### config.mk
export PLATFORM = sky130hd
export DESIGN_NAME = tmwg_top
export DESIGN_NICKNAME = d
export VERILOG_FILES = /design/src/rtl/tmwg_pkg.sv /design/src/rtl/tmwg_top.sv
export VERILOG_INCLUDE_DIRS = /design/src /design/src/rtl
export SDC_FILE = /design/constraint.sdc
export NUM_CORES = 1
export LEC_CHECK = 0
export BUFFER_PORTS_ARGS = -buffer_cell sky130_fd_sc_hd__buf_2
export CAP_MARGIN = 40
export CORE_MARGIN = 1
export CORE_UTILIZATION = 55
export CTS_CLUSTER_DIAMETER = 120
export DETAILED_ROUTE_END_ITERATION = 16
export PLACE_DENSITY = 0.81
export SYNTH_ARGS = -nofsm -noshare
export SYNTH_HDL_FRONTEND = slang
export SYNTH_SLANG_ARGS = --single-unit
### constraint.sdc
create_clock -name clk_i -period 4.6 [get_ports clk_i]
set_clock_uncertainty 0.2 [all_clocks]
set_input_delay 0.92 -clock clk_i [delete_from_list [all_inputs] [get_ports clk_i]]
set_output_delay 0.92 -clock clk_i [all_outputs]
set_load 0.01 [all_outputs]
### src/rtl/tmwg_cfg.svh
/*
  constants for the timer8 waveform generator: register offsets, field
  positions, reset values and the prescaler divider width.
  assumes it is included by bare name from rtl files.
*/
`ifndef TMWG_CFG_SVH
`define TMWG_CFG_SVH

// ==========================================================================
// register byte offsets
`define TMWG_OFF_CTRL 8'h00
`define TMWG_OFF_COUNT 8'h04
`define TMWG_OFF_CMPA 8'h08
`define TMWG_OFF_CMPB 8'h0C
`define TMWG_OFF_STAT 8'h10
`define TMWG_OFF_PORT 8'h14

// ==========================================================================
// control register fields
`define TMWG_CTRL_WGM_LSB 0
`define TMWG_CTRL_CS_LSB 4
`define TMWG_CTRL_COMA_LSB 8
`define TMWG_CTRL_COMB_LSB 10
`define TMWG_CTRL_FOCA_BIT 12
`define TMWG_CTRL_FOCB_BIT 13

// status register fields (flag bits write one to clear; output state bits read only)
`define TMWG_STAT_TOV_BIT 0
`define TMWG_STAT_OCFA_BIT 1
`define TMWG_STAT_OCFB_BIT 2
`define TMWG_STAT_OCA_BIT 3
`define TMWG_STAT_OCB_BIT 4

// port register fields: data bits 1:0, direction bits 3:2
`define TMWG_PORT_DIR_LSB 2

// ==========================================================================
// reset value and counter bounds
`define TMWG_RST_BYTE 8'h00
`define TMWG_MAX 8'hFF
`define TMWG_BOTTOM 8'h00

// prescaler divider width (1024 needs ten bits)
`define TMWG_PRE_W 10

`endif

### src/rtl/tmwg_pkg.sv
/*
  types for the timer8 waveform generator.
  assumes nothing beyond a SystemVerilog compiler.
*/
package tmwg_pkg;
  // ========================================================================
  // waveform select codes
  typedef enum logic [2:0] {
    TMWG_NORMAL = 3'b000,
    TMWG_PCPWM = 3'b001,
    TMWG_CLEAR_ON_MATCH = 3'b010,
    TMWG_FAST_FF = 3'b011,
    TMWG_RSV4 = 3'b100,
    TMWG_PCPWM_A = 3'b101,
    TMWG_RSV6 = 3'b110,
    TMWG_FAST_A = 3'b111
  } tmwg_wave_type;

  // output action codes
  typedef enum logic [1:0] {
    TMWG_ACT_NONE = 2'b00,
    TMWG_ACT_TOGGLE = 2'b01,
    TMWG_ACT_CLEAR = 2'b10,
    TMWG_ACT_SET = 2'b11
  } tmwg_action_type;

  // bus slave phase
  typedef enum logic [0:0] {
    TMWG_BUS_IDLE = 1'b0,
    TMWG_BUS_DATA = 1'b1
  } tmwg_bus_type;
endpackage

### src/rtl/tmwg_top.sv
/*
  timer8 waveform generator: 8-bit counter with prescaler, two compare
  channels, normal / clear-on-match / fast pwm sequencing, flags (match flags at clock select 1 only) and the
  port pin override, reached over an ahb-lite slave.
  assumes one clock domain, single word transfers and an okay-only bus.
*/
`timescale 1ns/1ps
`include "tmwg_cfg.svh"
`default_nettype none

module tmwg_top #(
  parameter int CNT_W = 8
) (
  input wire logic clk_i,
  input wire logic rst_i,
  input wire logic hsel_i,
  input wire logic [31:0] haddr_i,
  input wire logic [1:0] htrans_i,
  input wire logic hwrite_i,
  input wire logic [2:0] hsize_i,
  input wire logic [31:0] hwdata_i,
  input wire logic hready_i,
  output logic [31:0] hrdata_o,
  output logic hreadyout_o,
  output logic hresp_o,
  output logic [1:0] pin_out_o,
  output logic [1:0] pin_oe_n_o
);

  // ========================================================================
  // elaboration check: the compare logic is built for a byte counter
  if (CNT_W != 8) begin : g_bad_width
    $error("tmwg_top serves only an 8-bit counter");
  end
  // the top prescaler tap compares all ten divider bits
  if (`TMWG_PRE_W != 10) begin : g_bad_pre
    $error("tmwg_top needs a ten-bit prescaler divider");
  end

  // ========================================================================
  // bus slave state
  tmwg_pkg::tmwg_bus_type bus_r, bus_nxt;
  logic [7:0] addr_r, addr_nxt;
  logic wr_r, wr_nxt;

  // control and data registers
  logic [2:0] wave_r, wave_nxt;
  logic [2:0] clk_sel_r, clk_sel_nxt;
  logic [1:0] act_a_r, act_a_nxt;
  logic [1:0] act_b_r, act_b_nxt;
  logic [7:0] count_r, count_nxt;
  logic [7:0] cmp_buf_r [2];
  logic [7:0] cmp_buf_nxt [2];
  logic [7:0] cmp_r [2];
  logic [7:0] cmp_nxt [2];
  logic ovf_r, ovf_nxt;
  logic [1:0] mflag_r, mflag_nxt;
  logic [1:0] ostate_r, ostate_nxt;
  logic [1:0] pdata_r, pdata_nxt;
  logic [1:0] pdir_r, pdir_nxt;
  logic [1:0] mpend_r, mpend_nxt;
  logic blk_r, blk_nxt;
  logic [`TMWG_PRE_W-1:0] pre_r, pre_nxt;
  logic [31:0] rdata_r, rdata_nxt;
  logic [1:0] pin_r, pin_nxt;
  logic [1:0] oen_r, oen_nxt;

  // decoded helpers
  logic wr_go, tick, is_pwm, is_fast;
  logic [7:0] top_val;
  logic [1:0] act [2];
  logic [1:0] force_s;
  logic [1:0] fact [2];
  logic ovf_set;
  logic [1:0] hit;

  // ========================================================================
  // prescaler tap: the timer clock enable is one io-clock cycle wide
  // the divider runs free, so the first tick after a select change may
  // come early by up to one division; no phase reset is offered
  always_comb begin
    pre_nxt = pre_r + 1'b1;
    case (clk_sel_r)
      3'd1: tick = 1'b1;
      3'd2: tick = (pre_r[2:0] == 3'h7);
      3'd3: tick = (pre_r[4:0] == 5'h1F);
      3'd4: tick = (pre_r[5:0] == 6'h3F);
      3'd5: tick = (pre_r[6:0] == 7'h7F);
      3'd6: tick = (pre_r[7:0] == 8'hFF);
      3'd7: tick = (pre_r == 10'h3FF);
      default: tick = 1'b0;                                // stopped
    endcase
  end

  // ========================================================================
  // mode decode: only the waveform select shapes the count sequence
  // phase-correct and reserved codes simply count up like normal mode
  always_comb begin
    is_fast = (wave_r == tmwg_pkg::TMWG_FAST_FF) ||
              (wave_r == tmwg_pkg::TMWG_FAST_A);
    is_pwm = wave_r[0];
    top_val = (wave_r == tmwg_pkg::TMWG_FAST_A) ?
              cmp_r[0] : `TMWG_MAX;
    act[0] = act_a_r;
    act[1] = act_b_r;
    // a force takes the action written alongside it, not the old one
    fact[0] = hwdata_i[`TMWG_CTRL_COMA_LSB +: 2];
    fact[1] = hwdata_i[`TMWG_CTRL_COMB_LSB +: 2];
    // a count write blocks matches for one timer cycle
    hit[0] = (count_r == cmp_r[0]) && !blk_r;
    hit[1] = (count_r == cmp_r[1]) && !blk_r;
    wr_go = (bus_r == tmwg_pkg::TMWG_BUS_DATA) && wr_r;
    force_s[0] = wr_go && (addr_r == `TMWG_OFF_CTRL) &&
                 hwdata_i[`TMWG_CTRL_FOCA_BIT] && !is_pwm;
    force_s[1] = wr_go && (addr_r == `TMWG_OFF_CTRL) &&
                 hwdata_i[`TMWG_CTRL_FOCB_BIT] && !is_pwm;
  end

  // ========================================================================
  // counter, flags, compare buffers and output state
  always_comb begin
    count_nxt = count_r;
    ovf_nxt = ovf_r;
    mflag_nxt = mflag_r;
    ostate_nxt = ostate_r;
    mpend_nxt = 2'b00;
    ovf_set = 1'b0;
    blk_nxt = blk_r && !tick;
    for (int c = 0; c < 2; c++) begin
      cmp_buf_nxt[c] = cmp_buf_r[c];
      cmp_nxt[c] = is_pwm ? cmp_r[c] : cmp_buf_r[c];
    end
    if (tick) begin
      // sequence
      if (is_fast && count_r == top_val) begin
        count_nxt = `TMWG_BOTTOM;
        ovf_nxt = 1'b1;
        ovf_set = 1'b1;
        for (int c = 0; c < 2; c++) begin
          cmp_nxt[c] = cmp_buf_r[c];
        end
      end else if (wave_r == tmwg_pkg::TMWG_CLEAR_ON_MATCH &&
                   hit[0]) begin
        count_nxt = `TMWG_BOTTOM;
      end else begin
        count_nxt = count_r + 8'h01;
        // low compare in mode 2 misses and rides through the wrap
        if (count_r == `TMWG_MAX && !is_fast) begin
          ovf_nxt = 1'b1;
          ovf_set = 1'b1;
        end
      end
      // matches flag one cycle later only when clock select 1 ticks every cycle; waveform acts on the match
      for (int c = 0; c < 2; c++) begin
        mpend_nxt[c] = hit[c];
        if (hit[c]) begin
          case (act[c])
            tmwg_pkg::TMWG_ACT_TOGGLE: begin
              if (!is_pwm || (is_fast && c == 0)) begin
                ostate_nxt[c] = ~ostate_r[c];
              end
            end
            tmwg_pkg::TMWG_ACT_CLEAR: ostate_nxt[c] = 1'b0;
            tmwg_pkg::TMWG_ACT_SET: ostate_nxt[c] = 1'b1;
            default: ostate_nxt[c] = ostate_r[c];
          endcase
        end
        // bottom edge of fast pwm, skipped when compare equals top
        if (is_fast && count_r == top_val && !hit[c] && act[c][1]) begin
          ostate_nxt[c] = ~act[c][0];
        end
      end
    end
    // flag set from the match in the next io-clock cycle, only if that cycle ticks
    for (int c = 0; c < 2; c++) begin
      if (mpend_r[c] && tick) begin
        mflag_nxt[c] = 1'b1;
      end
    end
    if (wr_go) begin
      case (addr_r)
        `TMWG_OFF_COUNT: begin
          count_nxt = hwdata_i[7:0];
          blk_nxt = 1'b1;
        end
        `TMWG_OFF_CMPA: cmp_buf_nxt[0] = hwdata_i[7:0];
        `TMWG_OFF_CMPB: cmp_buf_nxt[1] = hwdata_i[7:0];
        `TMWG_OFF_STAT: begin
          // hardware set wins over a write-one clear, even when the flag
          // is already up, so a fresh overflow is never lost
          if (hwdata_i[`TMWG_STAT_TOV_BIT] && !ovf_set) begin
            ovf_nxt = 1'b0;
          end
          for (int c = 0; c < 2; c++) begin
            if (hwdata_i[`TMWG_STAT_OCFA_BIT + c] &&
                !(mpend_r[c] && tick)) begin
              mflag_nxt[c] = 1'b0;
            end
          end
        end
        default: ;
      endcase
    end
    // forced match moves only the output state; flags and count stay
    for (int c = 0; c < 2; c++) begin
      if (force_s[c]) begin
        case (fact[c])
          tmwg_pkg::TMWG_ACT_TOGGLE: ostate_nxt[c] = ~ostate_r[c];
          tmwg_pkg::TMWG_ACT_CLEAR: ostate_nxt[c] = 1'b0;
          tmwg_pkg::TMWG_ACT_SET: ostate_nxt[c] = 1'b1;
          default: ostate_nxt[c] = ostate_r[c];
        endcase
      end
    end
  end

  // ========================================================================
  // control fields and port bits written by software
  always_comb begin
    wave_nxt = wave_r;
    clk_sel_nxt = clk_sel_r;
    act_a_nxt = act_a_r;
    act_b_nxt = act_b_r;
    pdata_nxt = pdata_r;
    pdir_nxt = pdir_r;
    if (wr_go && addr_r == `TMWG_OFF_CTRL) begin
      wave_nxt = hwdata_i[`TMWG_CTRL_WGM_LSB +: 3];
      clk_sel_nxt = hwdata_i[`TMWG_CTRL_CS_LSB +: 3];
      act_a_nxt = hwdata_i[`TMWG_CTRL_COMA_LSB +: 2];
      act_b_nxt = hwdata_i[`TMWG_CTRL_COMB_LSB +: 2];
    end
    if (wr_go && addr_r == `TMWG_OFF_PORT) begin
      pdata_nxt = hwdata_i[1:0];
      pdir_nxt = hwdata_i[`TMWG_PORT_DIR_LSB +: 2];
    end
  end

  // ========================================================================
  // pin drive: override depends on the action field alone; the enable
  // follows the direction bit only, so a released pin floats to its pull
  always_comb begin
    pin_nxt[0] = (|act_a_nxt) ? ostate_nxt[0] : pdata_nxt[0];
    pin_nxt[1] = (|act_b_nxt) ? ostate_nxt[1] : pdata_nxt[1];
    oen_nxt = ~pdir_nxt;
  end

  // ========================================================================
  // ahb-lite slave: zero wait states, always okay
  // read data is captured in the address phase, so a read placed right
  // behind a write still sees the register as it stood before that write
  always_comb begin
    bus_nxt = tmwg_pkg::TMWG_BUS_IDLE;
    addr_nxt = addr_r;
    wr_nxt = 1'b0;
    rdata_nxt = rdata_r;
    if (hsel_i && hready_i && htrans_i[1]) begin
      bus_nxt = tmwg_pkg::TMWG_BUS_DATA;
      addr_nxt = haddr_i[7:0];
      wr_nxt = hwrite_i;
      rdata_nxt = 32'h0000_0000;
      case (haddr_i[7:0])
        `TMWG_OFF_CTRL: begin
          rdata_nxt[`TMWG_CTRL_WGM_LSB +: 3] = wave_r;
          rdata_nxt[`TMWG_CTRL_CS_LSB +: 3] = clk_sel_r;
          rdata_nxt[`TMWG_CTRL_COMA_LSB +: 2] = act_a_r;
          rdata_nxt[`TMWG_CTRL_COMB_LSB +: 2] = act_b_r;
        end
        `TMWG_OFF_COUNT: rdata_nxt[7:0] = count_r;
        `TMWG_OFF_CMPA: rdata_nxt[7:0] = cmp_buf_r[0];
        `TMWG_OFF_CMPB: rdata_nxt[7:0] = cmp_buf_r[1];
        `TMWG_OFF_STAT: begin
          rdata_nxt[`TMWG_STAT_TOV_BIT] = ovf_r;
          rdata_nxt[`TMWG_STAT_OCFA_BIT] = mflag_r[0];
          rdata_nxt[`TMWG_STAT_OCFB_BIT] = mflag_r[1];
          rdata_nxt[`TMWG_STAT_OCA_BIT] = ostate_r[0];
          rdata_nxt[`TMWG_STAT_OCB_BIT] = ostate_r[1];
        end
        `TMWG_OFF_PORT: begin
          rdata_nxt[1:0] = pdata_r;
          rdata_nxt[`TMWG_PORT_DIR_LSB +: 2] = pdir_r;
        end
        default: rdata_nxt = 32'h0000_0000;
      endcase
    end
  end

  // ========================================================================
  // state registers
  always_ff @(posedge clk_i or posedge rst_i) begin
    if (rst_i) begin
      bus_r <= tmwg_pkg::TMWG_BUS_IDLE;
      addr_r <= 8'h00;
      wr_r <= 1'b0;
      wave_r <= 3'h0;
      clk_sel_r <= 3'h0;
      act_a_r <= 2'h0;
      act_b_r <= 2'h0;
      count_r <= `TMWG_RST_BYTE;
      for (int c = 0; c < 2; c++) begin
        cmp_buf_r[c] <= `TMWG_RST_BYTE;
        cmp_r[c] <= `TMWG_RST_BYTE;
      end
      ovf_r <= 1'b0;
      mflag_r <= 2'h0;
      ostate_r <= 2'h0;
      pdata_r <= 2'h0;
      pdir_r <= 2'h0;
      mpend_r <= 2'h0;
      blk_r <= 1'b0;
      pre_r <= 10'h000;
      rdata_r <= 32'h0000_0000;
      pin_r <= 2'h0;
      oen_r <= 2'h3;
    end else begin
      bus_r <= bus_nxt;
      addr_r <= addr_nxt;
      wr_r <= wr_nxt;
      wave_r <= wave_nxt;
      clk_sel_r <= clk_sel_nxt;
      act_a_r <= act_a_nxt;
      act_b_r <= act_b_nxt;
      count_r <= count_nxt;
      cmp_buf_r <= cmp_buf_nxt;
      cmp_r <= cmp_nxt;
      ovf_r <= ovf_nxt;
      mflag_r <= mflag_nxt;
      ostate_r <= ostate_nxt;
      pdata_r <= pdata_nxt;
      pdir_r <= pdir_nxt;
      mpend_r <= mpend_nxt;
      blk_r <= blk_nxt;
      pre_r <= pre_nxt;
      rdata_r <= rdata_nxt;
      pin_r <= pin_nxt;
      oen_r <= oen_nxt;
    end
  end

  assign hrdata_o = rdata_r;
  // no wait states: every register answers in the cycle after its address
  assign hreadyout_o = 1'b1;
  assign hresp_o = 1'b0;
  assign pin_out_o = pin_r;
  assign pin_oe_n_o = oen_r;

endmodule // tmwg_top

`default_nettype wire
# [Yosys cells after proc, flatten, opt, wreduce, memory -nomap -nowiden]
# Index checks and enable logic that the tools add are counted.
# Widths: inputs -> output; s select.
[classes] n_reduce_logical=41 muxes=58 n_addsub=2 n_eq_ne=42 bitwise=5
[ops] cell="$mux 8" n=8
[ops] cell="$eq 8x4->1 const B" n=4
[ops] cell="$eq 8x5->1 const B" n=4
[ops] cell="$mux 16" n=2
[ops] cell="$mux 1" n=29
[ops] cell="$eq 8x8->1" n=3
[ops] cell="$logic_and 1x1->1" n=24
[ops] cell="$eq 3x3->1 const B" n=6
[ops] cell="$pmux 3 s6" n=1
[ops] cell="$eq 2x2->1 const B" n=8
[ops] cell="$eq 8x3->1 const B" n=2
[ops] cell="$eq 8x8->1 const B" n=2
[ops] cell="$logic_not 8->1" n=2
[ops] cell="$mux 2" n=8
[ops] cell="$pmux 1 s3" n=5
[ops] cell="$eq 3x2->1 const B" n=4
[ops] cell="$add 10x1->10 const B" n=1
[ops] cell="$eq 10x10->1 const B" n=1
[ops] cell="$pmux 1 s5" n=2
[ops] cell="$logic_not 1->1" n=9
[ops] cell="$add 8x1->8 const B" n=1
[ops] cell="$eq 2x1->1 const B" n=4
[ops] cell="$pmux 2 s4" n=1
[ops] cell="$eq 7x7->1 const B" n=1
[ops] cell="other kinds (10)" n=16
[word_totals] inputBits=74 regBits=98 wordCells=171

# [Depth between registers and ports, before layout]
# Gate-level depths: netlist of the first run.
[logic_depth] word_depth=13 ltp_mapped=10 ltp_nobuf=9

# [Least setup slack after synthesis of the first run]
# Ideal clock, no wire load.
[synth_path] kind="input to register" start="input haddr_i[0]" end="register rdata_r[0] (netlist: hrdata_o[0])" setup_slack_ns=1.760 setup_time_ns=0.078 t_arrival_ns=2.562 n_path_buf=1 path_stages=8 cell_sequence="or4_1 > buf_2 > nor4b_4 > nand2_1 > a31o_1 > o22ai_1 > a21oi_1 > o21ai_1"
[synth_via] elab_chain_cells=2 elab_cells_between_ends=7
[synth_lines] item="start: declaration" line="tmwg_top.sv:17" text="input wire logic [31:0] haddr_i,"
[synth_lines] item="$eq 8x5->1, or another cell as far along" line="tmwg_top.sv:261" text="case (haddr_i[7:0])"
[synth_lines] item="$pmux 3 s6 (*)" line="tmwg_top.sv:261"
[synth_lines] item="end signal: assignment" line="tmwg_top.sv:333" text="rdata_r <= rdata_nxt;"
[synth_lines] item="end: declaration" line="tmwg_top.sv:64" text="logic [31:0] rdata_r, rdata_nxt;"
# Mark *: on every way between the ends. The rest lies on a longest branch, timed or not.
# A chain may end at the register's enable or synchronous reset.

==> run_results.csv, run 1 <==
group,metric,value,unit
run_status,outcome,"complete, no violations",
die,floorplan.die_area,9740,sq um
critical_path,critical_setup_path_kind,"flop to flop",
logic_synthesis,synth_most_common_cell,"nand2_1",
critical_path,worstReg2RegEnd,"cmp_r[7]$_DFF_PP0_",
sta,grt_setup_unrepaired,"no",
clocking,clockRootBuffer,"clkbuf_8",
global_routing,globalRoute.totalOverflow,0,
placed_design,dp.final_hpwl,8790,microns
finish,share_of_post_route_cells_with_drive_strength_above_1,20.1,%
die,core_area,8890,sq um
logic_synthesis,synth_cell_type_count,66,
clocking,post_cts_buffers,0,
sta,hold_viol,0,
sta,setup_tns_final,0,ns
clocking,hold_buffers,0,
logic_synthesis,seq_area_frac_synth,47.7,%
clocking,tritoncts_clock_tree,"done",
clocking,clock_buffer_count_from_cts,9,
worst_hold_path,worstHoldEndpoint,"pin_oe_n_o[1]$_DFF_PP1_",
critical_path,cp-end-kind,"flop",
logic_synthesis,synth_edf_count,0,
worst_hold_path,holdCritStartpoint,"pdir_r[1]$_DFF_PP0_",
worst_hold_path,holdCritPathClass,"flop to flop",
finish,core_util_final,62.6,%
critical_path,worst_ep_required_time,4.66,ns
finish,multiInputGateArea,2420,sq um
detailed_routing,number_of_remaining_drc_errors,0,
critical_path,reg2regPathDepth,7,
clocking,ctsLongestPathBuffers,2,
power_and_ir_drop,power.density_cell_area,365,nW/um^2
logic_synthesis,ys_seq_elements,98,
sta,timing.final.setup_violations,0,
logic_synthesis,top_area_cell_type_share_of_the_netlist_area,46.7,%
power_and_ir_drop,worst_ir_drop_vdd,181,uV
run,timing.max_cap.violations,0,
sta,max_slew_margin,33.5,%
placed_design,gp_routability_congestion,0.936,
global_routing,wire_length_of_the_first_global_routing_pass,19400,microns
sta,fin_crit_sh,67.7,%
finish,design.final.nets,635,
finish,register_area,2450,sq um
die,initial_core_util,57.8,%
global_routing,grt_pass1_vias,3880,
clocking,cts.htree.levels,3,
logic_synthesis,predominant_post_synthesis_flop_cell,"dfrtp_1",
critical_path,worstSetupStartpointType,"flop",
power_and_ir_drop,p_leak,2.58,nW
critical_path,crit_arrival,3.17,ns
critical_path,worstPathMaxFanout,21,
die,chipWidth,98.7,microns
logic_synthesis,synth_area,5140,sq um
die,num_io_pins,112,
global_routing,initial_antenna_violation_count,0,
global_routing,global_route_usage_over_all_layers,26.1,%
finish,antenna_cells,0,
detailed_routing,totalWireLength,12000,microns
logic_synthesis,post_synth.cell_area_avg,9.83,sq um
logic_synthesis,syn-instance-count,523,
detailed_routing,drt-wirelength-per-cell,17.9,microns
sta,maxSlewViolCount,0,
die,die_height,98.7,microns
clocking,clk_pin_slew,0.10,ns
detailed_routing,post_drt_via_cell_ratio,5.96,
sta,worst_tran_pin_value,0.988,ns
worst_hold_path,worstHoldPathCells,1,
sta,clock.fmax,0.321,GHz
logic_synthesis,largest_cells_by_area_after_synthesis,"dfrtp_1, nand2_1, mux2_2",
detailed_routing,firstDrtPassIters,5,
die,placementRows,34,
finish,num-fill-cells,725,
logic_synthesis,yosysWarningCount,0,
clocking,cts_repair_resize_count,0,
critical_path,timing.reg2reg.setup_slack,1.49,ns
global_routing,pin_count_of_the_biggest_net_entering_global_routing,48,
logic_synthesis,synth_commonest_cells,"nand2_1, dfrtp_1, mux2_2",
detailed_routing,final_antenna_net_count,0,
finish,area.growth.synth_to_final,8.18,%
critical_path,reg2reg_from,"count_r[0]$_DFF_PP0_",
clocking,worstSkewPairLatency,0.37,ns
detailed_routing,route.vias.total,3993,
clocking,clkSinkCount,98,
placed_design,io_buffer_count,43,
logic_synthesis,synth_top_cell_by_area,"dfrtp_1",
sta,finalCriticalPeriod,3.11,ns
logic_synthesis,synth-async-reset-ratio,100,%
detailed_routing,drt_iter0_drc,354,
-- report_power, final --
group | internal (mW) | switching, mW | total [mW]
clock network | 0.270 | 0.311 | 0.581
registers | 0.965 | 0.0923 | 1.06
logic | 0.166 | 0.227 | 0.393
-- through the flow --
| stage | cell area, sq um | cells | setup WS [ns] | hold slack, ns | power (mW) |
|---|---|---|---|---|---|
| 2_1_floorplan | 5220 | 543 | 0.921 | 0.211 | 1.35 |
| 3_3_place_gp | 5330 | 653 | 1.32 | 0.243 | 1.43 |
| 3_5_place_dp | 5360 | 654 | 1.17 | 0.259 | 1.46 |
| 4_1_cts | 5560 | 670 | 1.56 | 0.277 | 2.03 |
| 5_1_grt | 5560 | 670 | 1.39 | 0.303 | 2.13 |
| 6_report | 5560 | 670 | 1.49 | 0.267 | 2.03 |
-- worst max-delay path, cell delays in order (launching register included) --
cell      delay [ns]
dfrtp_1         0.59
nand3_1         0.25
nor3_1          0.56
nand3b_1        0.22
and2_1          0.27
o31ai_2         0.21
buf_4           0.31
mux2_2          0.37
-- cell type report --
| class | count | area share, % |
|---|---|---|
| clock buffers | 11 | 2.54 |
| clock inverters | 5 | 1.12 |
| inverters | 21 | 1.46 |
| multi-input cells | 380 | 43.5 |
| flip-flops and latches | 98 | 44.1 |
| well taps | 108 | 2.43 |
| repair buffers | 47 | 4.77 |
-- layer usage --
layer	vias up	global-route usage [%]	part of all wire, %
li1	1851	-	-
met1	1926	34.5	43
met4	0	13.2	3.4
met3	31	5.96	7.4
met2	185	40.6	47
met5	-	0	0
-- cell families (layout without fill, tap and decap cells) --
family                     Yosys count  in the layout  share of synthesized area, %
AOI/OAI and AO/OA                   93             93                          13.0
and+or+nand+nor                    207            207                          20.1
other                                2             22                         0.146
muxes                               38             38                          8.66
adders and majority gates            4              4                         0.974
DFF                                 98             98                          47.7
buffers and inverters               65             84                          6.62
xor gates and xnor gates            16             16                          2.73
-- state kept, by name, indices dropped and copies added (netlist names), 3 cells and up --
register	flops
cmp_r	16
wave_r	3
cmp_buf_r	16
clk_sel_r	3
count_r	8
hrdata_o	12
addr_r	8
pre_r	10
-- worst max-delay path by stage --
| stage | slack, ns | cells past startpoint | startpoint | endpoint |
|---|---|---|---|---|
| 6_report | 1.49 | 7 | count_r[0]$_DFF_PP0_ | cmp_r[7]$_DFF_PP0_ |
| 5_1_grt | 1.39 | 7 | count_r[0]$_DFF_PP0_ | cmp_r[7]$_DFF_PP0_ |
| 4_1_cts | 1.56 | 8 | haddr_i[0] | hrdata_o[1]$_DFFE_PP0P_ |
| 3_5_place_dp | 1.17 | 8 | haddr_i[0] | hrdata_o[1]$_DFFE_PP0P_ |
| 3_3_place_gp | 1.32 | 8 | haddr_i[0] | hrdata_o[1]$_DFFE_PP0P_ |
| 2_1_floorplan | 0.92 | 1 | rst_i | act_a_r[0]$_DFF_PP0_ |
-- layout by cell type, fill, tap and decap left out, types with 6 or more instances in the layout --
master,n
nand2_1,99
dfrtp_1,96
buf_2,43
mux2_2,27
nor2_1,26
o21ai_0,23
conb_1,22
nand3_1,19
inv_1,17
a21oi_1,16
clkbuf_8,10
a31oi_1,9
nor2b_1,8
xnor2_1,8
xor2_1,8
and3_1,7
nor3_1,7
nand3b_1,7
mux2i_1,7
and2_1,6
Power figures use the tool's default switching activity.
==> inputs of run 2 (changes only) <==
Settings changed: CORE_UTILIZATION 55 to 49, PLACE_DENSITY 0.81 to 0.76.
Clock period 4.6 ns to 2.6 ns, I/O delays scaled along.
==> run 2 against run 1 <==
  * Critical path depth increased by 2
  * Flip-flop and latch count unchanged
  * The flow now finishes with violations (setup timing)
  * Count of clock-buffer cells in the layout decreased by 1
  * Largest power group unchanged
  * Highest routed layer unchanged
  * Register-to-register slack got worse by 1.5 ns
  * Critical path type unchanged
==> run_results.csv, run 2 (same netlist as run 1, synthesis figures left out) <==
group,metric,value,unit
global_routing,globalRoute.totalOverflow,0,
sta,hold_viol,0,
critical_path,reg2regPathDepth,9,
detailed_routing,totalWireLength,13600,microns
die,core_area,10200,sq um
global_routing,pin_count_of_the_biggest_net_entering_global_routing,37,
finish,share_of_post_route_cells_with_drive_strength_above_1,30.5,%
die,num_io_pins,112,
sta,fin_crit_sh,102,%
finish,area.growth.synth_to_final,22.6,%
global_routing,global_route_usage_over_all_layers,25.4,%
critical_path,worstPathMaxFanout,8,
run_status,outcome,"finished with violations",
finish,mostFrequentLayoutCell,"nand2_1",
placed_design,dp.final_hpwl,9320,microns
power_and_ir_drop,internal_power_summed_over_all_cells,2.66,mW
critical_path,crit_arrival,2.71,ns
power_and_ir_drop,p_leak,2.94,nW
power_and_ir_drop,sw_frac_of_total,31.7,%
detailed_routing,drt_iter0_drc,361,
clocking,clock_buffer_count_from_cts,9,
die,placementRows,37,
clocking,clkSinkCount,98,
critical_path,timing.reg2reg.setup_slack,-0.04,ns
detailed_routing,route.vias.total,4402,
placed_design,io_buffer_count,43,
die,initial_core_util,50.3,%
placed_design,place_area,5780,sq um
critical_path,worstSetupStartpointType,"flop",
detailed_routing,post_drt_via_cell_ratio,5.80,
sta,max_slew_margin,40.9,%
clocking,clk_pin_slew,0.10,ns
sta,worst_tran_pin_value,0.887,ns
power_and_ir_drop,comb_power_share,24.6,%
power_and_ir_drop,power_frac_seq,48.1,%
finish,register_area,2460,sq um
detailed_routing,number_of_remaining_drc_errors,0,
sta,finalHoldWorstSlack,0.0471,ns
run,timing.max_cap.violations,0,
sta,maxSlewViolCount,0,
global_routing,grt_pass1_vias,4157,
die,die_height,104,microns
power_and_ir_drop,power.density_cell_area,618,nW/um^2
die,floorplan.die_area,10900,sq um
finish,multiInputGateArea,2570,sq um
sta,clock.fmax,0.378,GHz
die,chipWidth,104,microns
run_status,failed_checks,"setup timing",
clocking,cts.htree.levels,3,
clocking,worstSkewPairLatency,0.38,ns
sta,final_critical_path_setup_slack,-0.0445,ns
critical_path,cp-end-kind,"flop",
global_routing,wire_length_of_the_first_global_routing_pass,21300,microns
power_and_ir_drop,clock_power_share,27.3,%
finish,antenna_cells,0,
finish,num-fill-cells,866,
clocking,tritoncts_clock_tree,"done",
placed_design,place_ws,-0.0714,ns
critical_path,worst_ep_required_time,2.66,ns
sta,finalCriticalPeriod,2.64,ns
global_routing,initial_antenna_violation_count,0,
detailed_routing,drt-wirelength-per-cell,17.9,microns
finish,layout.cell_area.non_filler,6300,sq um
sta,timing.final.setup_violations,13,
sta,setup_tns_final,-0.359,ns
finish,design.final.nets,696,
power_and_ir_drop,worst_ir_drop_vdd,444,uV
clocking,ctsLongestPathBuffers,2,
detailed_routing,firstDrtPassIters,5,
placed_design,gp_routability_congestion,0.924,
critical_path,critical_setup_path_kind,"flop to flop",
sta,grt_setup_unrepaired,"yes",
detailed_routing,final_antenna_net_count,0,
power_and_ir_drop,power,3.89,mW
finish,most-common-layout-cells,"nand2_1, dfrtp_1, buf_4, buf_2, nor2_1",
worst_hold_path,holdCritPathClass,"primary input to asynchronous set/reset pin",
clocking,clockRootBuffer,"clkbuf_8",
power_and_ir_drop,switching_power,1.23,mW
==> run 2: cell count changes in the layout (fill, tap and decap cells not counted), moves of 4 or more <==
cell,previous run,this run
mux2_4,1,12
mux2_2,27,17
o21ai_1,5,10
buf_12,0,5
buf_6,0,4
o21ai_0,23,16
buf_4,3,53
==> run 2: repair_timing <==
item                       in CTS  in global routing
pin swaps                       4                 15
hold buffers                    0                  0
setup endpoints to repair      14                 25
resized for setup              11                 38
cloned                          1                  0
buffers inserted                6                  6
==> run 2: metrics by stage <==
step,cells,util (%)
2_1_floorplan,543,-
3_3_place_gp,730,56.5
3_5_place_dp,730,56.5
4_1_cts,753,60.0
5_1_grt,759,61.6
6_report,759,61.6
==> run 2: cell type report <==
type | instances | area share [%]
Inverter | 21 | 1.31
Multi-Input combinational cell | 380 | 40.7
Sequential cell | 98 | 39.0
Clock inverter | 6 | 1.17
Tap cell | 136 | 2.70
Clock buffer | 10 | 2.18
Timing Repair Buffer | 108 | 12.9
==> run 2: final timing paths <==
kind / from / end
worst max-delay path: count_r[0]$_DFF_PP0_ / cmp_r[5]$_DFF_PP0_
worst min-delay path: rst_i / pre_r[8]$_DFF_PP0_
worst max register to register: count_r[0]$_DFF_PP0_ / cmp_r[5]$_DFF_PP0_
worst min register to register: pdir_r[1]$_DFF_PP0_ / pin_oe_n_o[1]$_DFF_PP1_
max in group asynchronous: rst_i / pin_oe_n_o[0]$_DFF_PP1_
min in group clk_i: haddr_i[6] / addr_r[6]$_DFFE_PP0P_
==> run 2: routing by layer <==
metal / part of all wire, % / global-route usage (%)
met1: 42 / 35.0
met5: 0 / 0
met2: 47 / 39.5
met3: 8.0 / 4.14
met4: 3.2 / 11.2
==> run 2: worst max-delay path: stages, from the launching register on <==
cell     delay, ns
dfrtp_1       0.47
inv_2         0.04
a22o_1        0.25
buf_4         0.14
nor4_2        0.37
nand2_1       0.18
o31ai_4       0.28
buf_12        0.15
buf_12        0.15
mux2_4        0.31
==> run 2: power by group through the flow <==
stage | combinational [mW] | sequential (mW) | clock (mW)
final | 0.958 | 1.87 | 1.06
after global routing | 1.03 | 1.89 | 1.13
after CTS | 0.860 | 1.86 | 1.07
after detailed placement | 0.803 | 1.89 | 0
after global placement | 0.772 | 1.88 | 0
after floorplan | 0.552 | 1.84 | 0
==> inputs of run 3 (changes only) <==
Settings changed: CAP_MARGIN 40 to not set, PLACE_DENSITY 0.76 to 0.88.
==> run 3 against run 2 <==
  * Cell area down 2.2%
  * The run still ends with setup timing left
  * First-iteration DRC count up 8.3%
  * Critical path type unchanged
  * Clock power down 14%
  * Combinational power down 5.3%
==> run_results.csv, run 3 (same netlist as run 1, synthesis figures left out) <==
group,metric,value,unit
finish,multiInputGateArea,2540,sq um
die,chipWidth,104,microns
die,die_height,104,microns
die,initial_core_util,50.3,%
power_and_ir_drop,internal_power_summed_over_all_cells,2.49,mW
sta,fin_crit_sh,102,%
power_and_ir_drop,p_leak,2.88,nW
global_routing,grt_pass1_vias,4157,
global_routing,initial_antenna_violation_count,0,
power_and_ir_drop,comb_power_share,24.6,%
critical_path,critPathBufInv,4,
clocking,clk_pin_slew,0.10,ns
sta,clock.fmax,0.376,GHz
finish,design.final.nets,691,
global_routing,pin_count_of_the_biggest_net_entering_global_routing,47,
critical_path,worst_ep_required_time,2.66,ns
placed_design,gp_routability_congestion,0.907,
clocking,ctsLongestPathBuffers,2,
finish,register_area,2460,sq um
detailed_routing,route.vias.total,4367,
power_and_ir_drop,switching_power,1.21,mW
placed_design,io_buffer_count,43,
global_routing,global_route_usage_over_all_layers,24.2,%
critical_path,cpLargestDelayFamily,"simple AND/OR/NAND/NOR gates",
detailed_routing,number_of_remaining_drc_errors,0,
clocking,clockRootBuffer,"clkbuf_8",
critical_path,crit_arrival,2.72,ns
sta,finalHoldWorstSlack,0.157,ns
detailed_routing,final_antenna_net_count,0,
run,timing.max_cap.violations,0,
critical_path,worstSetupStartpointType,"flop",
die,num_io_pins,112,
run_status,outcome,"finished with violations",
critical_path,worstPathMaxFanout,6,
placed_design,place_ws,-0.107,ns
power_and_ir_drop,power.density_cell_area,599,nW/um^2
detailed_routing,post_drt_via_cell_ratio,5.79,
finish,share_of_post_route_cells_with_drive_strength_above_1,29.1,%
critical_path,timing.critical_path.cells,"buf_4 > inv_2 > a22o_1 > nor4_2 > nand2_1 > o31ai_4 > buf_6 > buf_12 > mux2_2",
detailed_routing,drt_iter0_drc,391,
worst_hold_path,holdCritPathClass,"primary input to flop",
power_and_ir_drop,power_frac_seq,50.6,%
sta,maxSlewViolCount,0,
critical_path,crit_slowest_cell,"dfrtp_1",
sta,grt_setup_unrepaired,"yes",
run_status,failed_checks,"setup timing",
sta,final_critical_path_setup_slack,-0.0570,ns
clocking,clock_buffer_count_from_cts,9,
finish,most-common-layout-cells,"nand2_1, dfrtp_1, buf_4, buf_2, nor2_1",
global_routing,wire_length_of_the_first_global_routing_pass,20700,microns
sta,worst_tran_pin_value,0.612,ns
placed_design,dp.final_hpwl,9190,microns
critical_path,timing.critical_path.slowest_cell_delay,0.44,ns
sta,max_slew_margin,59.2,%
sta,timing.final.setup_violations,14,
detailed_routing,drt-wirelength-per-cell,17.8,microns
finish,mostFrequentLayoutCell,"nand2_1",
clocking,cts.htree.levels,3,
sta,hold_viol,0,
power_and_ir_drop,worst_ir_drop_vdd,345,uV
clocking,tritoncts_clock_tree,"done",
finish,num-fill-cells,816,
placed_design,place_area,5720,sq um
clocking,worstSkewPairLatency,0.37,ns
power_and_ir_drop,sw_frac_of_total,32.6,%
finish,layout.cell_area.non_filler,6160,sq um
finish,area.growth.synth_to_final,19.9,%
die,core_area,10200,sq um
detailed_routing,firstDrtPassIters,5,
global_routing,globalRoute.totalOverflow,0,
die,placementRows,37,
sta,finalCriticalPeriod,2.66,ns
sta,setup_tns_final,-0.499,ns
die,floorplan.die_area,10900,sq um
detailed_routing,totalWireLength,13400,microns
critical_path,cp-end-kind,"flop",
finish,antenna_cells,0,
critical_path,critical_setup_path_kind,"flop to flop",
clocking,clkSinkCount,98,
power_and_ir_drop,clock_power_share,24.8,%
run 3: changes by cell type in the layout (fill, tap and decap cells not counted), sizes merged:
cell,delta
clkbuf,+1
clkinvlp,+2
bufinv,-1
buf,-8
dlygate4sd3,+1
run 3: final cells by class:
type / count / share of cell area, %
Clock buffer: 9 / 2.01
Clock inverter: 7 / 0.853
Inverter: 21 / 1.34
Multi-Input combinational cell: 380 / 41.2
Sequential cell: 98 / 39.9
Tap cell: 136 / 2.76
Timing Repair Buffer: 103 / 12.0
run 3: worst register-to-register path, delay by kind of cell (launching register included):
family / cells / cell delay [ns]
AND/OR/NAND/NOR: 2 / 0.58
AO/OA/AOI/OAI: 2 / 0.52
buffers and inverters: 4 / 0.46
flip-flops: 1 / 0.44
multiplexers: 1 / 0.33
run 3: stage by stage:
stage                     power [mW]  cells  utilization [%]
after floorplan                 2.39    543                -
after global placement          2.61    725             55.9
after detailed placement        2.65    725             55.9
after CTS                       3.56    743             58.1
after global routing            3.85    754             60.2
final                           3.69    754             60.2
run 3: repair_timing:
action                                 in CTS  in global routing
setup buffers                               1                  8
endpoints found under the hold margin      11                  0
hold buffers                                1                  0
setup endpoints to repair                  11                 22
resized for setup                           3                 29
pin swaps                                   0                 16
cloned                                      0                  3
run 3: path summary, 6_finish.rpt:
kind | start | end | slack (ns) | depth (start not counted)
worst max-delay path | count_r[0]$_DFF_PP0_ | cmp_r[8]$_DFF_PP0_ | -0.06 | 9
worst min-delay path | haddr_i[5] | addr_r[5]$_DFFE_PP0P_ | 0.16 | 3
worst max register to register | count_r[0]$_DFF_PP0_ | cmp_r[8]$_DFF_PP0_ | -0.06 | 9
worst min register to register | pdir_r[0]$_DFF_PP0_ | pin_oe_n_o[0]$_DFF_PP1_ | 0.27 | 1
max in group asynchronous | rst_i | pin_oe_n_o[0]$_DFF_PP1_ | 1.12 | 4
min in group asynchronous | rst_i | act_b_r[0]$_DFF_PP0_ | 0.44 | 3
run 3: power groups by stage:
stage               Sequential (mW)  Clock (mW)  Combinational (mW)
floorplan                      1.84           0               0.552
global placement               1.87           0               0.735
detailed placement             1.89           0               0.762
CTS                            1.86       0.921               0.784
global route                   1.89       0.995               0.967
finish                         1.87       0.915               0.907
run 3: layer usage:
metal  wire, microns  vias to the layer above  global-route usage (%)  part of all wire [%]
met4             411                        0                    8.16                   3.1
met5               0                        -                       0                     0
met3             866                       37                    4.70                   6.5
met2            6480                      183                    39.5                    48
li1                -                     1967                       -                     -
met1            5630                     2180                    32.3                    42
